--- src/rtl/dps_regs.svh ---
/*
 * timing constants for the dual-port sram host port controller.
 * assumes a 100 MHz reference clock; the includer uses the counts.
 */
`ifndef DPS_REGS_SVH
`define DPS_REGS_SVH

// clock period in ns
`define DPS_CLK_NS        10
// read side figures, fastest grade, ns
`define DPS_T_ACC_NS      20
`define DPS_T_BUSY_DATA_NS 25
// write side figures, fastest grade, ns
`define DPS_T_EW_NS       15
`define DPS_T_WP_NS       15
`define DPS_T_WZ_NS       10
`define DPS_T_DW_NS       10
`define DPS_T_BAA_NS      20
`define DPS_T_HZ_NS       10

// ceiling division to whole cycles, at least one
`define DPS_CYC(ns)       ((((ns) + `DPS_CLK_NS - 1) / `DPS_CLK_NS) < 1 ? 1 : \
                           (((ns) + `DPS_CLK_NS - 1) / `DPS_CLK_NS))

`define DPS_RD_CYC        `DPS_CYC(`DPS_T_ACC_NS)
`define DPS_BUSY_DATA_CYC `DPS_CYC(`DPS_T_BUSY_DATA_NS)
`define DPS_WP_CYC        `DPS_CYC(`DPS_T_WP_NS)
`define DPS_WZDW_CYC      `DPS_CYC(`DPS_T_WZ_NS + `DPS_T_DW_NS)
`define DPS_EW_CYC        `DPS_CYC(`DPS_T_EW_NS)
`define DPS_BAA_CYC       `DPS_CYC(`DPS_T_BAA_NS)
`define DPS_HZ_CYC        `DPS_CYC(`DPS_T_HZ_NS)

`endif

--- src/rtl/dps_pkg.sv ---
/*
 * types for the dual-port sram host port controller.
 * assumes nothing of its surroundings.
 */
package dps_pkg;
   typedef enum logic [2:0] {
      DPS_IDLE  = 3'b000,
      DPS_RSET  = 3'b001,
      DPS_RWAIT = 3'b010,
      DPS_RDONE = 3'b011,
      DPS_WSET  = 3'b100,
      DPS_WPUL  = 3'b101,
      DPS_WEND  = 3'b110,
      DPS_TURN  = 3'b111
   } dps_state_e;
   typedef logic [7:0] dps_cnt_t;
endpackage : dps_pkg

--- src/rtl/dps_host.sv ---
/*
 * host controller driving one port of a 2K x 8 dual-port static ram.
 * assumes a request interface synchronous to i_ref_clk and the ram pins
 * routed straight to the device; the bench resolves the data bus.
 */
// Summary of operation
// - read: r/w high, ce and oe low, address valid before ce falls.
// - master/slave: r/w low only after busy-from-address delay.
// - oe low during write: pulse is max of width or hi-z plus setup.
// - oe high during write: pulse may be the minimum width.
// - ce held low at least chip-enable-to-end-of-write before write ends.
// - address valid at least address-to-end-of-write before write ends.
// - write data stable at least data-to-end-of-write before write ends.
// - r/w or ce high whenever address changes.
`timescale 1ns/1ps
`include "dps_regs.svh"

module dps_host
   import dps_pkg::*;
#(
   parameter int AW          = 11,
   parameter int DW          = 8,
   parameter bit SLAVE_MODE  = 1'b0,   // master/slave expansion: wait for busy
   parameter bit OE_IN_WRITE = 1'b0    // keep oe low during writes
) (
   input  wire logic          i_ref_clk,
   input  wire logic          i_rst_b,
   input  wire logic          i_req,
   input  wire logic          i_we,
   input  wire logic [AW-1:0] i_addr,
   input  wire logic [DW-1:0] i_wdata,
   input  wire logic          i_busy_b,
   input  wire logic [DW-1:0] i_io_in,
   output logic               o_ack,
   output logic [DW-1:0]      o_rdata,
   output logic               o_idle,
   output logic [AW-1:0]      o_ram_addr,
   output logic               o_ram_ce_b,
   output logic               o_ram_oe_b,
   output logic               o_ram_rw_b,
   output logic [DW-1:0]      o_io_out,
   output logic               o_io_oe_b
);

   // write pulse length: oe low needs room for the device drivers to turn off
   // whole cycles waste up to one period per figure but need no tuning
   function automatic dps_cnt_t wp_len(input bit oe_low);
      int n;
      n = `DPS_WP_CYC;
      if (oe_low && (`DPS_WZDW_CYC > n)) begin
         n = `DPS_WZDW_CYC;
      end
      wp_len = dps_cnt_t'(n);
   endfunction : wp_len

   dps_state_e      state_r, state_nxt;
   dps_cnt_t        cnt_r, cnt_nxt;
   logic [AW-1:0]   addr_r, addr_nxt;
   logic [DW-1:0]   dout_r, dout_nxt;
   logic [DW-1:0]   rdata_r, rdata_nxt;
   logic            ce_b_r, ce_b_nxt;
   logic            oe_b_r, oe_b_nxt;
   logic            rw_b_r, rw_b_nxt;
   logic            iooe_b_r, iooe_b_nxt;
   logic            ack_r, ack_nxt;

   // named decode terms
   wire logic cnt_zero = (cnt_r == dps_cnt_t'(0));
   wire logic busy_now = ~i_busy_b;
   // write pulse measured from ce/rw overlap; ewp covers both tew and twp
   // a pulse longer than a minimum costs a cycle per write, never a violation
   wire dps_cnt_t pulse_cnt = (wp_len(OE_IN_WRITE) > dps_cnt_t'(`DPS_EW_CYC)) ?
                              wp_len(OE_IN_WRITE) : dps_cnt_t'(`DPS_EW_CYC);
   // master/slave: write cycle stretched by busy-from-address delay
   wire dps_cnt_t wset_cnt  = SLAVE_MODE ? dps_cnt_t'(`DPS_BAA_CYC) : dps_cnt_t'(0);

   // next state and pin sequencing
   always_comb begin
      state_nxt     = state_r;
      cnt_nxt       = cnt_zero ? cnt_r : cnt_r - dps_cnt_t'(1);
      addr_nxt      = addr_r;
      dout_nxt      = dout_r;
      rdata_nxt     = rdata_r;
      ce_b_nxt      = ce_b_r;
      oe_b_nxt      = oe_b_r;
      rw_b_nxt      = rw_b_r;
      iooe_b_nxt    = iooe_b_r;
      ack_nxt       = 1'b0;
      case (state_r)
         DPS_IDLE: begin
            if (i_req) begin
               // address moves only while ce and r/w are high
               addr_nxt      = i_addr;
               dout_nxt      = i_wdata;
               state_nxt     = i_we ? DPS_WSET : DPS_RSET;
               cnt_nxt       = wset_cnt;
            end
         end
         DPS_RSET: begin
            // address already stable; ce and oe fall together
            ce_b_nxt  = 1'b0;
            oe_b_nxt  = 1'b0;
            rw_b_nxt  = 1'b1;
            cnt_nxt   = dps_cnt_t'(`DPS_RD_CYC);
            state_nxt = DPS_RWAIT;
         end
         DPS_RWAIT: begin
            // a busy seen means the far port writes here: add release delay
            // busy low again restarts the delay, so a long collision is covered
            if (busy_now) begin
               cnt_nxt = dps_cnt_t'(`DPS_BUSY_DATA_CYC);
            end else if (cnt_zero) begin
               // latest of access times has elapsed; with busy high the flag
               // plays no part, as when both ports only read
               rdata_nxt = i_io_in;
               state_nxt = DPS_RDONE;
            end
         end
         DPS_RDONE: begin
            // outputs release on first deasserted enable
            ce_b_nxt  = 1'b1;
            oe_b_nxt  = 1'b1;
            ack_nxt   = 1'b1;
            cnt_nxt   = dps_cnt_t'(`DPS_HZ_CYC);
            state_nxt = DPS_TURN;
         end
         DPS_WSET: begin
            // slave waits out busy access delay before r/w falls
            if (cnt_zero && !(SLAVE_MODE && busy_now)) begin
               ce_b_nxt   = 1'b0;
               rw_b_nxt   = 1'b0;
               oe_b_nxt   = ~OE_IN_WRITE;
               iooe_b_nxt = 1'b0;
               cnt_nxt    = pulse_cnt;
               state_nxt  = DPS_WPUL;
            end
         end
         DPS_WPUL: begin
            // address and data held through the pulse
            if (cnt_zero) begin
               ce_b_nxt  = 1'b1;
               rw_b_nxt  = 1'b1;
               state_nxt = DPS_WEND;
            end
         end
         DPS_WEND: begin
            // data hold of zero; release bus one cycle after end of write
            // the extra cycle keeps write data on the pins past the rising edge
            iooe_b_nxt = 1'b1;
            oe_b_nxt   = 1'b1;
            ack_nxt    = 1'b1;
            cnt_nxt    = dps_cnt_t'(0);
            state_nxt  = DPS_TURN;
         end
         DPS_TURN: begin
            // bus turnaround so the device drivers are off before next access
            if (cnt_zero) begin
               state_nxt = DPS_IDLE;
            end
         end
         default: begin
            state_nxt = DPS_IDLE;
         end
      endcase
   end

   // state and pin registers
   always_ff @(posedge i_ref_clk or negedge i_rst_b) begin
      if (!i_rst_b) begin
         state_r     <= DPS_IDLE;
         cnt_r       <= '0;
         addr_r      <= '0;
         dout_r      <= '0;
         rdata_r     <= '0;
         ce_b_r      <= 1'b1;
         oe_b_r      <= 1'b1;
         rw_b_r      <= 1'b1;
         iooe_b_r    <= 1'b1;
         ack_r       <= 1'b0;
      end else begin
         state_r     <= state_nxt;
         cnt_r       <= cnt_nxt;
         addr_r      <= addr_nxt;
         dout_r      <= dout_nxt;
         rdata_r     <= rdata_nxt;
         ce_b_r      <= ce_b_nxt;
         oe_b_r      <= oe_b_nxt;
         rw_b_r      <= rw_b_nxt;
         iooe_b_r    <= iooe_b_nxt;
         ack_r       <= ack_nxt;
      end
   end

   // idle flag registered alongside state
   // taken from the next state so the flag rises with the return to idle
   logic idle_r;
   always_ff @(posedge i_ref_clk or negedge i_rst_b) begin
      if (!i_rst_b) begin
         idle_r <= 1'b1;
      end else begin
         idle_r <= (state_nxt == DPS_IDLE);
      end
   end

   assign o_ack      = ack_r;
   assign o_rdata    = rdata_r;
   assign o_idle     = idle_r;
   assign o_ram_addr = addr_r;
   assign o_ram_ce_b = ce_b_r;
   assign o_ram_oe_b = oe_b_r;
   assign o_ram_rw_b = rw_b_r;
   assign o_io_out   = dout_r;
   assign o_io_oe_b  = iooe_b_r;

endmodule : dps_host

--- config.mk ---
export PLATFORM = sky130hd
export DESIGN_NAME = dps_host
export DESIGN_NICKNAME = d
export VERILOG_FILES = /design/src/rtl/dps_pkg.sv /design/src/rtl/dps_host.sv
export VERILOG_INCLUDE_DIRS = /design/src /design/src/rtl
export SDC_FILE = /design/constraint.sdc
export NUM_CORES = 1
export LEC_CHECK = 0
export BUFFER_PORTS_ARGS = -buffer_cell sky130_fd_sc_hd__buf_2
export CAP_MARGIN = 30
export CORE_MARGIN = 2
export CORE_UTILIZATION = 50
export DETAILED_ROUTE_END_ITERATION = 12
export GPL_TIMING_DRIVEN = 0
export MAX_ROUTING_LAYER = met4
export PLACE_DENSITY = 0.81
export SYNTH_ARGS = -nofsm -noshare
export SYNTH_HDL_FRONTEND = slang
export SYNTH_SLANG_ARGS = --single-unit
--- constraint.sdc ---
create_clock -name i_ref_clk -period 5.35 [get_ports i_ref_clk]
set_clock_uncertainty 0.05 [all_clocks]
set_input_delay 0.8025 -clock i_ref_clk [delete_from_list [all_inputs] [get_ports i_ref_clk]]
set_output_delay 0.8025 -clock i_ref_clk [all_outputs]
set_load 0.02 [all_outputs]
# Yosys cells after proc, flatten, opt, wreduce, memory -nomap -nowiden
# Cells that the tools add are included.
# Widths: inputs -> output; s select.
totals:
  reg_bits: 44
  inputBits: 32
  elab_cells: 55
classes:
  n_eq_ne: 9
  n_reduce_logical: 14
  muxes: 20
  addsub: 1
ops:
  columns: ["cell", "count"]
  rows:
  - ["$pmux 8 s6", 1]
  - ["$mux 8", 4]
  - ["$mux 3", 7]
  - ["$pmux 3 s7", 1]
  - ["$eq 3x3->1 const B", 4]
  - ["$reduce_and 3->1", 3]
  - ["$logic_not 8->1", 1]
  - ["$sub 8x1->8 const B", 1]
  - ["$eq 3x2->1 const B", 2]
  - ["$logic_not 3->1", 2]
  - ["$pmux 1 s3", 2]
  - ["$reduce_and 2->1", 3]
  - ["$reduce_bool 3->1", 2]
  - ["$ne 2x2->1 const B", 2]
  - ["$pmux 1 s4", 1]
  - ["$reduce_bool 4->1", 1]
  - ["$eq 3x1->1 const B", 1]
  - ["$mux 1", 3]
  - ["$pmux 1 s2", 1]
  - ["$reduce_bool 2->1", 1]
  - ["$reduce_or 2->1", 1]

# Longest topological paths before layout
depth:
  ltp_word: 5
  mapped_depth: 10
  depth_no_buf: 9

# Worst setup path after synthesis
# No wires, ideal clock.
synth_path:
  path_type: "reg-to-reg"
  from: "reg cnt_r[0]"
  to: "reg cnt_r[0]"
  path_stages_with_launch: 11
  slack_ns: 3.252
  setup_time_ns: 0.129
  synth_period_minus_slack_ns: 2.098
  arrival_ns: 1.919
  t_required_ns: 5.171
  cell_sequence: "dfrtp_1 inv_1 ha_1 or3b_2 buf_2 nor2_4 inv_1 ha_1 and3_1 a31oi_1 o21ai_0"
synth_via:
  elab_chain_cells: 4
  word_cells_on_any_way: 7
  classes_between: "add/sub (1); mux (5); reduce/logical (1)"
synth_lines:
  columns: ["element", "line", "text"]
  rows:
  - ["from (decl)", "dps_host.sv:57", "dps_cnt_t cnt_r, cnt_nxt;"]
  - ["from (signal assigned)", "dps_host.sv:182", "cnt_r <= cnt_nxt;"]
  - ["$sub 8x1->8 or $logic_not 8->1 (tied branches)", "dps_host.sv:80, dps_host.sv:68", null]
  - ["$mux 8", "dps_host.sv:80", "cnt_nxt = cnt_zero ? cnt_r : cnt_r - dps_cnt_t'(1);"]
  - ["$mux 8 (on tied branches)", "dps_host.sv:129, dps_host.sv:91, dps_host.sv:110", null]
  - ["$pmux 8 s6 (*)", "dps_host.sv:89", "case (state_r)"]
  - ["net cnt_nxt[0]", "dps_host.sv:57", null]
# Mark *: on every way through the listed nets, which the timed path passes. The rest lies on a longest branch.
# A chain may end at the register's enable or synchronous reset.

# Final worst setup path
# Ends and elaborated chain as after synthesis.

==> qor.yml <==
outcome:
  status: "finished clean"
critical_path:
  arrival_ns: 2.47
  criticalPathCategory: "flop to flop"
  worstPathMaxFanout: 6
  ff2ff_setup_slack_ns: 3.02
  crit_path_end_kind: "flop"
  crit_path_start_kind: "flop"
  crit_required_ns: 5.49
synth:
  synth_area_leaders: "dfrtp_1, mux2_2, dfstp_2, a21oi_1, o21ai_0"
  synthTopCellsByCount: "dfrtp_1, mux2_2, a21oi_1, nor2_1, o21ai_0"
  synth_most_common_cell: "dfrtp_1"
  synth_nets: 207
  syn_area_per_cell_um2: 11.6
  yosysWarnings: 0
  synth_area_mm2: 0.00200
  synth_cell_types: 37
  yosysSeqAreaShare_pct: 55.3
  synth_flop_cell: "dfrtp_1"
  yosys_register_bits: 44
  yosysTopAreaCell: "dfrtp_1"
  synthArstFlopShare_pct: 100
  synth_top_area_share_pct: 48.8
  synth_edf_count: 0
  netlist_instances: 173
placed_design:
  hpwl_um: 3020
  gp_congestion: 0.951
  post-place-ws_ns: 3.03
  port_buffers: 64
route:
  num_vias: 1548
  viasPerCell: 5.27
  wl_per_cell_um: 14.0
  wirelength_um: 4110
  first_iter_violations: 75
  drtAntennaViolNets: 0
  drtPass1Iterations: 4
  drc_errors: 0
final_layout:
  diodes: 0
  final_core_util_pct: 66.7
  nNetsFinal: 279
  area_growth_pct: 24.8
  drive_above_1_share_pct: 45.5
  nFillCells: 321
die:
  start_util_pct: 53.5
  num_io_pins: 65
  core_area_mm2: 0.00374
  die_w_um: 67.3
  die_area_mm2: 0.00453
  row_count: 22
  die_h_um: 67.3
clock_network:
  cts.sinks: 44
  cts_max_path_buffers: 2
  htreeDepth: 2
  post_cts_resized: 0
  clkSlewWorstSetupHoldPaths_ns: 0.09
  ctsHoldBuffers: 0
  cts_setup_buffers: 0
  cts_tree: "yes"
  clkLatencyLatePin_ns: 0.30
  cts_buffers: 5
  cts_root_buffer: "clkbuf_8"
sta:
  clock.fmax_mhz: 429
  rsz0062_at_grt: "no"
  final.setup.tns_ns: 0
  setup_slack_ns: 3.02
  period_share_pct: 43.6
  finalSetupViolations: 0
  finalHoldViolations: 0
  whs_ns: 0.393
  slew_viol_final: 0
  period_minus_slack_ns: 2.33
  tightest_slew_ns: 0.705
  slew_headroom_pct: 52.5
global_route:
  grt_pass1_vias: 1594
  grt_pass1_wl_um: 7090
  track_usage_pct: 21.8
  antenna_found_initial: 0
  grt-ovfl-total: 0
  grt_max_degree: 45
pwr:
  internal_power_uw: 434
  power.density_mw_per_mm2: 224
  leakagePower_uw: 0.00133
  vdd_drop_max_v: 0.000203
  swShare_pct: 22.5
  p_seq_share_pct: 59.4
  pwr-share-comb_pct: 3.8
  clockPowerShare_pct: 36.8
  p_switching_uw: 126
flow_run:
  maxCapViolations: 0
min_path:
  hp-class: "input pin to async pin"
[cell families after synthesis]
kind of cell               share of synthesized area [%]
DFF                                                 55.3
xor gates and xnor gates                           0.438
adders and majority gates                           1.25
AOI/OAI and AO/OA                                   10.1
muxes                                               16.6
and+or+nand+nor                                     12.9
buffers and inverters                               3.50
[final timing paths]
path | endpoint | cells after the start | startpoint
hold reg to reg | o_ram_addr[3] | 1 | o_ram_addr[3]
setup / recovery | cnt_r[0] | 10 | cnt_r[0]
max in group asynchronous | o_io_oe_b | 2 | i_rst_b
hold / removal | o_ram_addr[0] | 1 | i_rst_b
min in group i_ref_clk | o_ram_addr[3] | 1 | o_ram_addr[3]
setup reg to reg | cnt_r[0] | 10 | cnt_r[0]
[stage by stage]
stage	power [µW]	instances	instance area [µm²]
2_1_floorplan	340	173	2000
3_3_place_gp	358	285	2380
3_5_place_dp	358	285	2380
4_1_cts	564	293	2470
5_1_grt	582	294	2500
6_report	560	294	2500
[worst max-delay path: stages (launching register included)]
cell	delay, ns
dfrtp_1	0.40
inv_1	0.09
ha_1	0.21
or3b_2	0.44
buf_2	0.18
nor2_4	0.15
inv_1	0.14
ha_1	0.20
and3_1	0.13
a31oi_1	0.12
o21ai_0	0.10
[cell type report]
type | instances | area [µm²] | share of cell area (%)
plain buffers | 7 | 36.3 | 1.45
clock buffers | 5 | 68.8 | 2.76
clock inverters | 3 | 18.8 | 0.752
inverters | 9 | 33.8 | 1.35
multi-input cells | 113 | 825 | 33.0
flip-flops and latches | 44 | 1110 | 44.3
well taps | 48 | 60.1 | 2.40
repair buffers | 65 | 348 | 13.9
[placed cells by master (no fill, tap or decap), drive strengths merged, types with 2 or more instances in the layout]
| cell | count |
|---|---|
| nand3 | 3 |
| clkbuf | 9 |
| nand2b | 5 |
| nor2b | 4 |
| ha | 2 |
| and3 | 3 |
| a31oi | 2 |
| dfstp | 5 |
| dfrtp | 39 |
| buf | 68 |
| nand2 | 9 |
| clkinv | 3 |
| mux2 | 27 |
| inv | 9 |
| nor2 | 13 |
| o21ai | 11 |
| mux2i | 2 |
| a21oi | 12 |
| nor3 | 4 |
[flip-flops by register name (all words and copies together), names as in the netlist]
name / flops
o_io_out: 8
o_ram_addr: 11
o_ram_oe_b: 1
o_idle: 1
cnt_r: 8
o_io_oe_b: 1
o_ram_rw_b: 1
state_r: 3
o_ram_ce_b: 1
o_rdata: 8
o_ack: 1
[power by group through the flow]
stage | Combinational, µW | Sequential [µW] | Clock, µW
final | 21.2 | 332 | 206
after global routing | 24.6 | 332 | 225
after CTS | 19.5 | 332 | 212
after detailed placement | 19.4 | 339 | 0
after global placement | 18.7 | 339 | 0
after floorplan | 1.14 | 339 | 0
[metal layers]
metal	part of all wire (%)	vias to the layer above	GRT usage, %
met5	0	-	-
met4	1.2	0	7.14
met3	4.8	7	5.33
met2	50	45	34.4
met1	44	746	27.8
li1	-	750	-
Power figures use the tool's default switching activity.
